===== src/design/ram_bist_loopback_pkg.sv =====
// Package: register map, field layout and state codes of the self-test control block
package ram_bist_loopback_pkg;

	// ----------------------------------------------------------------
	// Register map (host register address space)
	// ----------------------------------------------------------------
	localparam int          REG_ADDR_W        = 8;
	localparam logic [7:0]  BIST_FAIL_ADDR_OFS = 8'h1B;
	localparam logic [7:0]  SELF_TEST_CTRL_OFS = 8'h28;

	// ----------------------------------------------------------------
	// Control register fields
	// ----------------------------------------------------------------
	localparam int          CTRL_ENABLE_BIT   = 15;
	localparam int          CTRL_SEL_LSB      = 11;
	localparam int          CTRL_SEL_W        = 3;
	localparam int          CTRL_LAUNCH_BIT   = 10;
	localparam int          CTRL_PASS_BIT     = 9;
	localparam int          CTRL_FAIL_BIT     = 8;
	localparam int          CTRL_ANALOG_BIT   = 5;
	localparam int          CTRL_SYNC_BIT     = 4;
	localparam int          CTRL_BUSSEL_BIT   = 3;
	localparam int          CTRL_LBLAUNCH_BIT = 2;
	localparam int          CTRL_LBPASS_BIT   = 1;
	localparam int          CTRL_LBFAIL_BIT   = 0;

	// ----------------------------------------------------------------
	// RAM test geometry and reset values
	// ----------------------------------------------------------------
	localparam int          QUAD_COUNT        = 4;
	localparam int          OFS_W             = 13;
	localparam logic [12:0] OFS_LAST          = 13'h1FFF;
	localparam logic [15:0] QUAD_STRIDE       = 16'h2000;
	localparam logic [15:0] FAIL_ADDR_RESET   = 16'h0000;
	localparam logic [15:0] WORD_ZERO         = 16'h0000;
	localparam logic [2:0]  SYNC_RESET        = 3'h0;

	// ----------------------------------------------------------------
	// RAM test sequencer states
	// ----------------------------------------------------------------
	typedef enum logic [3:0] {
		BIST_IDLE  = 4'b0001,
		BIST_FILL  = 4'b0010,
		BIST_READ  = 4'b0100,
		BIST_CHECK = 4'b1000
	} bist_state_t;

endpackage : ram_bist_loopback_pkg


===== src/design/ram_bist_loopback_test_ctrl.sv =====
// Self-test control: RAM self-test sequencer, failing address capture, loopback setup
`timescale 1ns/1ns
// Operation
// Clean RAM test end sets pass flag
// Accepted launch clears pass and fail flags
// Any error during RAM test sets fail
// Four quadrants tested together, one shared offset
// Failing lowest-quadrant address held for host read
// Fault lies at address plus quadrant strides
// Test-mode low: location returns message info word
// Bits seven and six read zero always
// Analog low: digital loopback, bus undriven
// Analog high: test word driven onto bus
// Sync high: command sync precedes test word
// Sync low: data sync precedes test word
// Launch starts selected test, self-clears at end
// Launch needs test-mode high, enable already set
// Loopback launch starts test, self-clears on completion
// Pass and fail hold until next launch
module ram_bist_loopback_test_ctrl (
	// Clock and reset
	input  wire logic        ref_clk,
	input  wire logic        resetn,
	// Test-mode pin (asynchronous)
	input  wire logic        testModePin,
	// Register access from the host serial port decoder
	input  wire logic        regWrEn,
	input  wire logic        regRdEn,
	input  wire logic [7:0]  regAddr,
	input  wire logic [15:0] regWrData,
	output logic      [15:0] regRdData,
	output logic             regRdValid,
	// Normal-mode word shown at the failing address location
	input  wire logic [15:0] msgInfoWord,
	// Four-lane RAM test port, lane i sits at offset plus i quadrant strides
	output logic      [12:0] ramTestOfs,
	output logic             ramTestWe,
	output logic             ramTestRe,
	output logic      [15:0] ramTestWrData,
	input  wire logic [63:0] ramTestRdData,
	// Loopback engine
	output logic             lbRun,
	output logic             lbDriveBus,
	output logic             lbCmdSync,
	output logic             lbBusB,
	input  wire logic        lbDone,
	input  wire logic        lbResultPass
);

	// ----------------------------------------------------------------
	// State
	// ----------------------------------------------------------------
	typedef struct packed {
		ram_bist_loopback_pkg::bist_state_t st;
		logic [12:0] ofs;
		logic        enable;
		logic [2:0]  sel;
		logic        launch;
		logic        pass;
		logic        fail;
		logic [15:0] failAddr;
		logic        analog;
		logic        sync;
		logic        busSel;
		logic        lbLaunch;
		logic        lbPass;
		logic        lbFail;
		logic [2:0]  tmSync;
		logic        testMode;
		logic [15:0] rdData;
		logic        rdValid;
	} state_t;

	state_t s_q;
	state_t s_d;

	// ----------------------------------------------------------------
	// Helpers
	// ----------------------------------------------------------------
	// Test word per pattern select; alternating bits catch adjacent shorts
	function automatic logic [15:0] patternFor(input logic [2:0] sel);
		unique case (sel)
			3'h0:    patternFor = 16'h0000;
			3'h1:    patternFor = 16'h5555;
			3'h2:    patternFor = 16'hAAAA;
			3'h3:    patternFor = 16'h3333;
			3'h4:    patternFor = 16'h0F0F;
			3'h5:    patternFor = 16'h00FF;
			3'h6:    patternFor = 16'hF0F0;
			default: patternFor = 16'hFFFF;
		endcase
	endfunction : patternFor

	function automatic logic [15:0] ctrlWord(input state_t s);
		ctrlWord = ram_bist_loopback_pkg::WORD_ZERO;
		ctrlWord[ram_bist_loopback_pkg::CTRL_ENABLE_BIT]   = s.enable;
		ctrlWord[ram_bist_loopback_pkg::CTRL_SEL_LSB +: 3] = s.sel;
		ctrlWord[ram_bist_loopback_pkg::CTRL_LAUNCH_BIT]   = s.launch;
		ctrlWord[ram_bist_loopback_pkg::CTRL_PASS_BIT]     = s.pass;
		ctrlWord[ram_bist_loopback_pkg::CTRL_FAIL_BIT]     = s.fail;
		ctrlWord[ram_bist_loopback_pkg::CTRL_ANALOG_BIT]   = s.analog;
		ctrlWord[ram_bist_loopback_pkg::CTRL_SYNC_BIT]     = s.sync;
		ctrlWord[ram_bist_loopback_pkg::CTRL_BUSSEL_BIT]   = s.busSel;
		ctrlWord[ram_bist_loopback_pkg::CTRL_LBLAUNCH_BIT] = s.lbLaunch;
		ctrlWord[ram_bist_loopback_pkg::CTRL_LBPASS_BIT]   = s.lbPass;
		ctrlWord[ram_bist_loopback_pkg::CTRL_LBFAIL_BIT]   = s.lbFail;
	endfunction : ctrlWord

	logic        ctrlWr;
	logic        launchOk;
	logic        lbLaunchOk;
	logic        mismatch;
	logic [15:0] expectWord;

	assign ctrlWr     = regWrEn && (regAddr == ram_bist_loopback_pkg::SELF_TEST_CTRL_OFS);
	assign expectWord = patternFor(s_q.sel);
	// Launch honoured only with test mode and the enable bit set before this write
	assign launchOk   = ctrlWr && regWrData[ram_bist_loopback_pkg::CTRL_LAUNCH_BIT]
		&& s_q.testMode && s_q.enable && (s_q.st == ram_bist_loopback_pkg::BIST_IDLE);
	assign lbLaunchOk = ctrlWr && regWrData[ram_bist_loopback_pkg::CTRL_LBLAUNCH_BIT]
		&& s_q.testMode && !s_q.lbLaunch;

	always_comb
	begin
		mismatch = 1'b0;
		for (int i = 0; i < ram_bist_loopback_pkg::QUAD_COUNT; i++)
		begin
			if (ramTestRdData[16*i +: 16] != expectWord)
			begin
				mismatch = 1'b1;
			end
		end
	end

	// ----------------------------------------------------------------
	// Next state
	// ----------------------------------------------------------------
	always_comb
	begin
		s_d = s_q;
		s_d.tmSync = {s_q.tmSync[1:0], testModePin};
		// A pin change counts once the second and third stages agree
		if (s_q.tmSync[1] == s_q.tmSync[2])
		begin
			s_d.testMode = s_q.tmSync[2];
		end

		if (ctrlWr)
		begin
			s_d.enable = regWrData[ram_bist_loopback_pkg::CTRL_ENABLE_BIT];
			s_d.analog = regWrData[ram_bist_loopback_pkg::CTRL_ANALOG_BIT];
			s_d.sync   = regWrData[ram_bist_loopback_pkg::CTRL_SYNC_BIT];
			s_d.busSel = regWrData[ram_bist_loopback_pkg::CTRL_BUSSEL_BIT];
			// Changing the pattern mid-test would corrupt the compare
			if (s_q.st == ram_bist_loopback_pkg::BIST_IDLE)
			begin
				s_d.sel = regWrData[ram_bist_loopback_pkg::CTRL_SEL_LSB +: 3];
			end
		end

		// RAM self-test sequencer
		unique case (s_q.st)
			ram_bist_loopback_pkg::BIST_IDLE:
			begin
				if (launchOk)
				begin
					s_d.launch = 1'b1;
					s_d.pass   = 1'b0;
					s_d.fail   = 1'b0;
					s_d.ofs    = '0;
					s_d.st     = ram_bist_loopback_pkg::BIST_FILL;
				end
			end
			ram_bist_loopback_pkg::BIST_FILL:
			begin
				s_d.ofs = s_q.ofs + 13'h0001;
				if (s_q.ofs == ram_bist_loopback_pkg::OFS_LAST)
				begin
					s_d.st = ram_bist_loopback_pkg::BIST_READ;
				end
			end
			ram_bist_loopback_pkg::BIST_READ:
			begin
				s_d.st = ram_bist_loopback_pkg::BIST_CHECK;
			end
			ram_bist_loopback_pkg::BIST_CHECK:
			begin
				if (mismatch)
				begin
					s_d.fail     = 1'b1;
					// Lowest-quadrant address; the fault may sit one to three strides higher
					s_d.failAddr = {3'h0, s_q.ofs};
					s_d.launch   = 1'b0;
					s_d.st       = ram_bist_loopback_pkg::BIST_IDLE;
				end
				else if (s_q.ofs == ram_bist_loopback_pkg::OFS_LAST)
				begin
					s_d.pass   = 1'b1;
					s_d.launch = 1'b0;
					s_d.st     = ram_bist_loopback_pkg::BIST_IDLE;
				end
				else
				begin
					s_d.ofs = s_q.ofs + 13'h0001;
					s_d.st  = ram_bist_loopback_pkg::BIST_READ;
				end
			end
			default:
			begin
				s_d.st = ram_bist_loopback_pkg::BIST_IDLE;
			end
		endcase

		// Loopback launch and self-clear
		if (lbLaunchOk)
		begin
			s_d.lbLaunch = 1'b1;
			s_d.lbPass   = 1'b0;
			s_d.lbFail   = 1'b0;
		end
		else if (s_q.lbLaunch && lbDone)
		begin
			s_d.lbLaunch = 1'b0;
			s_d.lbPass   = lbResultPass;
			s_d.lbFail   = !lbResultPass;
		end

		// Register read
		s_d.rdValid = regRdEn;
		if (regRdEn)
		begin
			if (regAddr == ram_bist_loopback_pkg::BIST_FAIL_ADDR_OFS)
			begin
				s_d.rdData = s_q.testMode ? s_q.failAddr : msgInfoWord;
			end
			else if (regAddr == ram_bist_loopback_pkg::SELF_TEST_CTRL_OFS)
			begin
				s_d.rdData = ctrlWord(s_q);
			end
			else
			begin
				s_d.rdData = ram_bist_loopback_pkg::WORD_ZERO;
			end
		end
	end

	always_ff @(posedge ref_clk)
	begin
		if (!resetn)
		begin
			s_q          <= '0;
			s_q.st       <= ram_bist_loopback_pkg::BIST_IDLE;
			s_q.failAddr <= ram_bist_loopback_pkg::FAIL_ADDR_RESET;
			s_q.tmSync   <= ram_bist_loopback_pkg::SYNC_RESET;
		end
		else
		begin
			s_q <= s_d;
		end
	end

	// ----------------------------------------------------------------
	// Outputs
	// ----------------------------------------------------------------
	assign regRdData     = s_q.rdData;
	assign regRdValid    = s_q.rdValid;
	assign ramTestOfs    = s_q.ofs;
	assign ramTestWe     = (s_q.st == ram_bist_loopback_pkg::BIST_FILL);
	assign ramTestRe     = (s_q.st == ram_bist_loopback_pkg::BIST_READ);
	assign ramTestWrData = expectWord;
	assign lbRun         = s_q.lbLaunch;
	assign lbDriveBus    = s_q.lbLaunch && s_q.analog;
	assign lbCmdSync     = s_q.sync;
	assign lbBusB        = s_q.busSel;
endmodule : ram_bist_loopback_test_ctrl


===== config.mk =====
export PLATFORM = sky130hd
export DESIGN_NAME = ram_bist_loopback_test_ctrl
export DESIGN_NICKNAME = d
export VERILOG_FILES = /design/src/design/ram_bist_loopback_pkg.sv /design/src/design/ram_bist_loopback_test_ctrl.sv
export SDC_FILE = /design/constraint.sdc
export NUM_CORES = 1
export LEC_CHECK = 0
export BUFFER_PORTS_ARGS = -buffer_cell sky130_fd_sc_hd__buf_2
export CORE_MARGIN = 4
export CORE_UTILIZATION = 51
export CTS_CLUSTER_DIAMETER = 100
export DETAILED_ROUTE_END_ITERATION = 16
export PLACE_DENSITY = 0.81
export SLEW_MARGIN = 5
export SYNTH_ARGS = -nofsm -noshare
export SYNTH_HDL_FRONTEND = slang
export SYNTH_SLANG_ARGS = --single-unit
export TNS_END_PERCENT = 10

===== constraint.sdc =====
create_clock -name ref_clk -period 4.1 [get_ports ref_clk]
set_input_delay 0.41 -clock ref_clk [delete_from_list [all_inputs] [get_ports ref_clk]]
set_output_delay 0.41 -clock ref_clk [all_outputs]
set_load 0.05 [all_outputs]

# [Word-level counts from Yosys, hierarchy flattened]
# Index checks and enable logic that the tools add are counted.
# Widths: inputs -> output; s select.
[word_totals] regBits=64 input_bits=111 word_cells=93
[classes] addsub=1 eq_ne=25 n_mux=24 n_bitwise=1 n_reduce_logical=24
[ops] cell="$pmux 16 s7" count=1
[ops] cell="$ne 16x16->1" count=4
[ops] cell="$mux 16" count=3
[ops] cell="$pmux 13 s3" count=1
[ops] cell="$mux 17" count=2
[ops] cell="$mux 13" count=2
[ops] cell="$pmux 4 s4" count=1
[ops] cell="$mux 3" count=5
[ops] cell="$add 13x1->13 const B" count=1
[ops] cell="$eq 13x13->1 const B" count=1
[ops] cell="$logic_and 1x1->1" count=10
[ops] cell="$ne 2x2->1 const B" count=5
[ops] cell="$eq 3x3->1 const B" count=3
[ops] cell="$eq 8x5->1 const B" count=1
[ops] cell="$eq 8x6->1 const B" count=1
[ops] cell="$reduce_and 4->1" count=2
[ops] cell="$eq 3x2->1 const B" count=2
[ops] cell="$mux 1" count=6
[ops] cell="$pmux 3 s2" count=1
[ops] cell="$reduce_and 2->1" count=3
[ops] cell="$reduce_and 3->1" count=2
[ops] cell="$eq 4x1->1 const B" count=1
[ops] cell="$eq 4x2->1 const B" count=1
[ops] cell="$eq 4x3->1 const B" count=1
[ops] cell="other kinds (13)" count=15

# [Depth between registers and ports, before layout]
# Gate-level depths: netlist of the first run.
[logic_depth] ltp_word=9 mapped_depth=15

# [Least setup slack after synthesis of the first run]
# OpenSTA, ideal clock, no wires.
[synth_path] kind="flip-flop to flip-flop" from="register s_q[48] in the netlist's numbering" to="register s_q[43] in the netlist's numbering" t_arrival_ps=3668 required_ps=3985 setup_slack_ps=318 path_stages_with_launch=13 n_path_buf=6 period_less_slack_ps=3782 cell_sequence="dfxtp_1 > buf_6 > buf_6 > buf_2 > buf_2 > o21ai_0 > o221ai_1 > or4_1 > nor2_4 > nor2b_1 > buf_6 > buf_6 > o21a_1"
[synth_via] elab_chain_len=9 word_cells_on_any_way=18 classes_between="eq/ne: 11; mux: 5; reduce/logical: 2"
[synth_lines] element="from (decl)" line_no="ram_bist_loopback_test_ctrl.sv:74" text="state_t s_q;"
[synth_lines] element="$eq 3x3->1 (tied with other cells)" line_no="ram_bist_loopback_test_ctrl.sv:82" text="unique case (sel)"
[synth_lines] element="$pmux 16 s7 *" line_no="ram_bist_loopback_test_ctrl.sv:82"
[synth_lines] element="named net ramTestWrData[14]" line_no="ram_bist_loopback_test_ctrl.sv:39" text="output logic [15:0] ramTestWrData,"
[synth_lines] element="$ne 16x16->1" line_no="ram_bist_loopback_test_ctrl.sv:128" text="if (ramTestRdData[16*i +: 16] != expectWord)"
[synth_lines] element="$mux 1 (3 in series)" line_no="ram_bist_loopback_test_ctrl.sv:128"
[synth_lines] element="$mux 1 *" line_no="ram_bist_loopback_test_ctrl.sv:128"
[synth_lines] element="$ne 2x2->1 (no source line) *"
[synth_lines] element="$reduce_and 3->1 (no source line) *"
# The timed path passes the listed nets; every way through them passes the cells marked *.
# A chain may end at the register's enable or synchronous reset.

# [Final worst setup path of the first run]
[layout_path] from="register s_q[46] in the netlist's numbering" to="register s_q (netlist bit ramTestOfs[11])"
[layout_via] elab_chain_len=9 word_cells_on_any_way=18 classes_between="eq/ne: 11; mux: 5; reduce/logical: 2"
[layout_lines] element="$eq 3x3->1 (tied with other cells)" line_no="ram_bist_loopback_test_ctrl.sv:82"
[layout_lines] element="$pmux 16 s7 *" line_no="ram_bist_loopback_test_ctrl.sv:82"
[layout_lines] element="$ne 16x16->1" line_no="ram_bist_loopback_test_ctrl.sv:128"
[layout_lines] element="$mux 1 (3 in series)" line_no="ram_bist_loopback_test_ctrl.sv:128"
[layout_lines] element="$mux 1 *" line_no="ram_bist_loopback_test_ctrl.sv:128"
[layout_lines] element="$ne 2x2->1 (no source line) *"
[layout_lines] element="$reduce_and 4->1 (no source line) *"
# Every way passes the cells marked *; elsewhere a longest branch is shown, timed or not.

==> results of run 1 <==
==> worst max path at each step <==
stage,startpoint,cells past startpoint,endpoint
6_report,s_q[46]$_SDFFE_PN0P_,9,ramTestOfs[11]$_SDFFE_PN0P_
2_1_floorplan,s_q[48]$_SDFFE_PN0P_,12,s_q[43]$_SDFFE_PN0P_
3_3_place_gp,s_q[46]$_SDFFE_PN0P_,9,ramTestOfs[9]$_SDFFE_PN0P_
4_1_cts,s_q[46]$_SDFFE_PN0P_,9,ramTestOfs[11]$_SDFFE_PN0P_
5_1_grt,s_q[46]$_SDFFE_PN0P_,9,ramTestOfs[9]$_SDFFE_PN0P_
3_5_place_dp,s_q[46]$_SDFFE_PN0P_,9,ramTestOfs[11]$_SDFFE_PN0P_
==> per-layer routing <==
layer  up-vias  track usage  share of wire
met4         0       0.0817          0.025
li1       2406            -              -
met3        46       0.0602          0.076
met2       223        0.437           0.50
met1      2359        0.312           0.40
met5         -            0              0
==> power by group through the flow <==
| stage | combinational [W] | clock [W] | sequential (W) |
|---|---|---|---|
| finish | 0.000184 | 0.000622 | 0.000633 |
| global route | 0.000201 | 0.000657 | 0.000634 |
| CTS | 0.000182 | 0.000626 | 0.000633 |
| detailed placement | 0.000181 | 0 | 0.000648 |
| global placement | 0.000176 | 0 | 0.000647 |
| floorplan | 0.0000977 | 0 | 0.000648 |
==> stage by stage <==
step,util,hold slack (ns),worst slack [ns]
global placement,0.601,0.416,0.543
global route,0.627,0.284,0.207
finish,0.627,0.278,0.469
detailed placement,0.601,0.424,0.480
floorplan,-,0.412,0.318
CTS,0.627,0.272,0.481
==> sequential cells by signal, indices dropped and copies added, names as in the netlist <==
signal and count:
s_q 29, regRdData 16, ramTestOfs 13, s_d 2, lbBusB 1, lbCmdSync 1, lbRun 1, regRdValid 1
==> cell usage in the layout, fill, tap and decap left out, types with 4 or more instances in the layout <==
| cell type | n |
|---|---|
| a31oi_1 | 7 |
| clkbuf_8 | 10 |
| o211a_1 | 15 |
| or2_2 | 5 |
| a21o_1 | 4 |
| o2111ai_1 | 4 |
| inv_1 | 15 |
| o21a_1 | 7 |
| o221ai_1 | 7 |
| nand3_1 | 25 |
| xnor2_1 | 4 |
| nor3_1 | 15 |
| buf_2 | 155 |
| nor4_1 | 6 |
| nor2_1 | 22 |
| a21boi_0 | 12 |
| a22oi_1 | 13 |
| or3_1 | 5 |
| o31ai_1 | 4 |
| mux2_2 | 14 |
| o22ai_1 | 9 |
| mux2i_1 | 22 |
| and2_1 | 8 |
| a21oi_1 | 21 |
| buf_4 | 15 |
| nand2b_1 | 18 |
| or4_1 | 4 |
| o21ai_0 | 28 |
| nand4_1 | 6 |
| dfxtp_1 | 63 |
| nand2_1 | 87 |
| and3_1 | 4 |
| nor2b_1 | 11 |
==> area by class of cell <==
cell class,count,area share
Sequential cell,64,0.231
Clock inverter,6,0.0165
Timing Repair Buffer,171,0.164
Multi-Input combinational cell,451,0.529
Inverter,15,0.0102
Tap cell,108,0.0244
Clock buffer,10,0.0248
==> worst max-delay path, cell delays in order, from the launching register on <==
cell and delay [ns]:
dfxtp_2 0.78, nand2b_1 0.35, a21oi_1 0.12, o221ai_1 0.18
o2111ai_1 0.12, or4_1 0.48, or4_4 0.61, o21ai_2 0.49
a21boi_0 0.18, o21a_1 0.22
==> cell families (layout without fill, tap and decap cells) <==
group                      after synthesis  after routing
muxes                                   36             36
adders and majority gates                3              3
buffers and inverters                   84            202
AOI/OAI and AO/OA                      170            170
and+or+nand+nor                        235            235
DFF                                     64             64
xor gates and xnor gates                 7              7
==> key figures, run 1 <==
Detailed routing
  – Routed WL per cell: 17.1 µm
  – Via-to-Cell Ratio: 6.10
  – DRC Markers: 0
  – Vias: 5034
  – DRT Pass-1 Iters: 5
  – Final ANT Viol Nets: 0
  – Total Routed Length: 14100 µm
  – DRT iter0 DRCs: 417

Global routing
  – Pin count of the biggest net entering global routing: 47
  – Total gr overflow: 0
  – Total GRT Usage: 0.254
  – Number of global-route vias before repair: 4848
  – Initial antenna violation count: 0
  – Global-route wire length before repair: 23200 µm

Timing
  – Final Critical Period: 3.63 ns
  – Fin Setup TNS: 0 ns
  – Max Slew Vio Count: 0
  – Tcrit/Tclk final: 0.886
  – Clock skew: 0.0155 ns
  – RSZ-0062 raised after global routing: no
  – Slew headroom: 0.410
  – Finish-stage setup viols: 0
  – Least-Margin Pin Slew: 0.881 ns
  – Fin. Hold Viols: 0
  – Highest Clock Rate: 0.275 GHz

Finish
  – FF/Latch Area: 1280 µm²
  – Diode count: 0
  – Area Overhead vs Synth: 17.3%
  – Fraction of layout cells with a size suffix above 1: 0.308
  – Final Cell Area: 5540 µm²
  – Nets: 824
  – Area of the multi-input gates: 2930 µm²
  – Layout fillers: 788
  – Final non-filler cell total: 825

Floorplanning
  – Die X: 104 µm
  – Core area: 8850 µm²
  – Std-Cell Rows: 34
  – Starting Density: 0.534
  – Die Area: 10900 µm²
  – Ports: 163
  – Chip Height: 104 µm

Synthesis
  – Syn Area/Cell: 7.89 µm²
  – Post-synth top area share: 0.271
  – Post-synth ARST share: 0
  – Area share of fa/ha/maj cells after synthesis: 0.00688
  – Mapped Area: 4730 µm²
  – Synth warnings: 0
  – Mapped Cells: 599
  – Xor and xnor area share after synthesis: 0.0130
  – Complex-gate fraction of the synthesized area: 0.264
  – Largest family of logic cells by synthesized area: compound AO/OA/AOI/OAI gates
  – Most numerous cell in the Yosys netlist: nand2_1
  – Multiplexer area fraction after synthesis: 0.0800
  – Synth Flop Type: dfxtp_1
  – Post-Syn Nets: 711
  – Post-synthesis sequential area ratio: 0.271
  – EDFF count, synth: 0
  – Synth top area cells: dfxtp_1 27%, nand2_1 6.9%, buf_4 4.9%
  – Simple-gate portion of the synthesized area: 0.257
  – Top post-synthesis cells by count: 87 x nand2_1, 64 x dfxtp_1, 31 x buf_4
  – Number of synthesized register bits: 64
  – Cell taking the most area after synthesis: dfxtp_1
  – Unique cell type count in the Yosys netlist: 75

Worst setup path
  – Largest fanout on the critical path: 37
  – Critical path endpoint category: register
  – Worst flop-to-flop path endpoint: ramTestOfs[11]$_SDFFE_PN0P_
  – Critical Path RT: 4.34 ns
  – Startpoint class of the critical path: register
  – Cell count of the worst reg-to-reg path: 9
  – Critical Path AT: 3.87 ns
  – Flop2flop setup slack: 0.47 ns
  – Critical path type: reg -> reg
  – Worst r2r src: s_q[46]$_SDFFE_PN0P_

CTS
  – Post-CTS Setup Inserts: 0
  – Clock latency on the worst-skew pair: 0.35 ns
  – Hold_buf cts: 0
  – Post_cts resized: 0
  – Clock Tree Buf Depth: 2
  – Num Clock Sinks: 64
  – Clock slew at reported path FFs: 0.08 ns
  – CTS Buf Count: 9
  – CTS tree: built
  – CTS root buf: clkbuf_8
  – H-tree depth: 3

Place
  – Detail Placement HPWL: 10700 µm
  – GPL Wtd Cong: 0.917
  – Placement Cell Area: 5320 µm²
  – DP Cell Count: 809
  – Port Buffer Count: 155

Power
  – VDD IR max: 228 µV
  – Clock Power Share: 0.432
  – Pint: 0.00107 W
  – Sequential Power Share: 0.440
  – Switch share: 0.258
  – Comb pwr share: 0.128
  – Leakage: 2.41 nW
  – Switching power: 0.000371 W
  – Power Dens Cells: 260 nW/µm²
  – Pwr Total: 0.00144 W

Worst hold path
  – Origin of the worst min-delay path: testModePin
  – Hold Path Class: in -> reg
  – WHS Path Cells: 2
  – Hold endpoint: s_d[19]$_SDFF_PN0_

Status
  – Status: completed

Run
  – Max Cap Viol: 0
Note: power is estimated with default switching activity, not from simulation.
==> run 2: changes to the inputs <==
--- a/config.mk
+++ b/config.mk
@@ -11,6 +11,7 @@
 export CTS_CLUSTER_DIAMETER = 100
 export DETAILED_ROUTE_END_ITERATION = 16
 export PLACE_DENSITY = 0.81
+export RECOVER_POWER = 100
 export SLEW_MARGIN = 5
 export SYNTH_ARGS = -nofsm -noshare
 export SYNTH_HDL_FRONTEND = slang
==> run 2 against run 1 <==
Against the previous run:
- sequential share of layout area increased by 0.33 points
- clock power about the same
- combinational power hardly changed
- core utilization shrank 0.89 points
- critical path type unchanged
- fmax is 3.4% lower
- largest power group unchanged
- the run now ends with capacitance limit, slew limit left
- first-iteration DRC count increased by 9.4%
- register-to-register slack got worse by 0.13 ns
==> key figures, run 2 (synthesis results as in run 1) <==
Status
  – Status: complete, but fails checks
  – Failing checks: capacitance limit, slew limit

Worst setup path
  – Critical Path RT: 4.34 ns (about the same)
  – Startpoint class of the critical path: register
  – Worst path max stage delay: 0.78 ns (about the same)
  – CP cell instances: nand2b_1 -> a21oi_1 -> o221ai_1 -> o2111ai_1 -> or4_1 -> or4_4 -> nor2_1 -> nor2b_1 -> clkbuf_2 -> mux2i_1
  – Largest fanout on the critical path: 37 (unchanged)
  – Critical path's slowest cell: dfxtp_2
  – Critical Path AT: 4.00 ns (+0.13 ns)
  – Critical path endpoint category: register
  – Critical path type: reg -> reg
  – Cell count of the worst reg-to-reg path: 10 (+1)

Power
  – Pint: 0.00107 W (-0.23%)
  – Leakage: 2.20 nW (-9.0%)
  – Sequential Power Share: 0.441 (about the same)
  – Power Dens Cells: 263 nW/µm² (+1.3%)
  – Clock Power Share: 0.433 (about the same)
  – Switching power: 0.000372 W (+0.24%)
  – Comb pwr share: 0.126 (-0.002)
  – VDD IR max: 231 µV (+1.3%)
  – Switch share: 0.259 (+0.000911)
  – Pwr Total: 0.00144 W (-0.11%)

CTS
  – CTS root buf: clkbuf_8
  – Num Clock Sinks: 64 (unchanged)
  – CTS tree: built
  – Clock Tree Buf Depth: 2 (unchanged)
  – Post-CTS Setup Inserts: 0 (unchanged)
  – CTS Buf Count: 9 (unchanged)
  – Hold_buf cts: 0 (unchanged)
  – Clock latency on the worst-skew pair: 0.35 ns (about the same)
  – Post_cts resized: 0 (unchanged)
  – Clock slew at reported path FFs: 0.07 ns (about the same)
  – H-tree depth: 3 (unchanged)

Finish
  – FF/Latch Area: 1280 µm² (unchanged)
  – Most frequent cells in the layout: 106 x buf_2, 87 x nand2_1, 63 x dfxtp_1
  – Area of the multi-input gates: 2920 µm² (-0.38%)
  – Max reg flops: 29 (unchanged)
  – Final non-filler cell total: 825 (unchanged)
  – Diode count: 0 (unchanged)
  – Reg with most FFs: s_q
  – Layout fillers: 818 (+3.8%)
  – Area Overhead vs Synth: 15.6%
  – Leading cell type in the layout, fill and taps excluded: buf_2
  – Nets: 824 (unchanged)
  – Fraction of layout cells with a size suffix above 1: 0.236 (-0.0725)

Detailed routing
  – Via-to-Cell Ratio: 6.09 (-0.14%)
  – Vias: 5027 (-0.14%)
  – DRC Markers: 0 (unchanged)
  – Total Routed Length: 14200 µm (+0.45%)
  – DRT Pass-1 Iters: 5 (unchanged)
  – Routed WL per cell: 17.2 µm (+0.45%)
  – DRT iter0 DRCs: 456 (+9.4%)
  – Final ANT Viol Nets: 0 (unchanged)

Place
  – Port Buffer Count: 155 (unchanged)
  – GPL Wtd Cong: 0.917 (unchanged)
  – DP Cell Count: 809 (unchanged)
  – Detail Placement HPWL: 10700 µm (unchanged)

Floorplanning
  – Ports: 163 (unchanged)
  – Die X: 104 µm (unchanged)
  – Std-Cell Rows: 34 (unchanged)
  – Die Area: 10900 µm² (unchanged)
  – Chip Height: 104 µm (unchanged)
  – Core area: 8850 µm² (unchanged)
  – Starting Density: 0.534 (unchanged)

Worst hold path
  – WHS Path Cells: 2 (unchanged)
  – Hold Path Class: in -> reg

Global routing
  – Initial antenna violation count: 0 (unchanged)
  – Number of global-route vias before repair: 4848 (unchanged)
  – Global-route wire length before repair: 23200 µm (unchanged)
  – Pin count of the biggest net entering global routing: 47 (unchanged)
  – Total gr overflow: 0 (unchanged)
  – Total GRT Usage: 0.254 (unchanged)

Timing
  – Highest Clock Rate: 0.266 GHz (-3.4%)
  – RSZ-0062 raised after global routing: no
  – Slew headroom: -0.179 (-0.589)
  – Tcrit/Tclk final: 0.916 (+0.0309)
  – Max Slew Vio Count: 47 (+47)
  – Finish-stage setup viols: 0 (unchanged)
  – Fin Setup TNS: 0 ns (unchanged)
  – Final Critical Period: 3.76 ns (+0.127 ns)
  – Fin. Hold Viols: 0 (unchanged)
  – Clock skew: 0.0179 ns (+0.00243 ns)
  – Least-Margin Pin Slew: 1.77 ns (+0.887 ns)

Run
  – Max Cap Viol: 1 (+1)
## run 2: final timing paths
| check | startpoint | end | slack (ns) |
|---|---|---|---|
| min | testModePin | s_d[19]$_SDFF_PN0_ | 0.28 |
| max reg2reg | s_q[46]$_SDFFE_PN0P_ | s_q[37]$_SDFFE_PN0P_ | 0.34 |
| min reg2reg | s_d[19]$_SDFF_PN0_ | s_d[20]$_SDFF_PN0_ | 0.44 |
| max | s_q[46]$_SDFFE_PN0P_ | s_q[37]$_SDFFE_PN0P_ | 0.34 |
## run 2: layout make-up
cell class,instances,share of cell area
clock buffer,10,0.0252
clock inverter,6,0.0167
tap,108,0.0247
multi-input combinational,451,0.535
sequential,64,0.235
inverter,15,0.0103
timing repair buffer,171,0.154
## run 2: power by group through the flow
stage	Sequential, W	Clock (W)	Combinational, W
after CTS	0.000633	0.000626	0.000182
after global placement	0.000647	0	0.000176
after detailed placement	0.000648	0	0.000181
after global routing	0.000635	0.000657	0.000199
after floorplan	0.000648	0	0.0000977
final	0.000634	0.000623	0.000182
## run 2: stage by stage
step                       util  setup WS (ns)  hold slack [ns]  area (µm²)
after global routing      0.618          0.164            0.284        5470
after global placement    0.601          0.543            0.416        5320
after CTS                 0.627          0.481            0.272        5540
after floorplan               -          0.318            0.412        4730
after detailed placement  0.601          0.480            0.424        5320
final                     0.618          0.343            0.277        5470
## run 2: critical path: cells and delay by family (launching register included)
family / cells / cell delay, ns
DFF: 1 / 0.78
buffers and inverters: 1 / 0.31
muxes: 1 / 0.34
and+or+nand+nor: 5 / 1.78
AOI/OAI and AO/OA: 3 / 0.42
## run 2: metal layers
layer	share of wire	track usage
met5	0	0
met4	0.021	0.0817
met3	0.079	0.0602
met2	0.50	0.437
met1	0.40	0.312
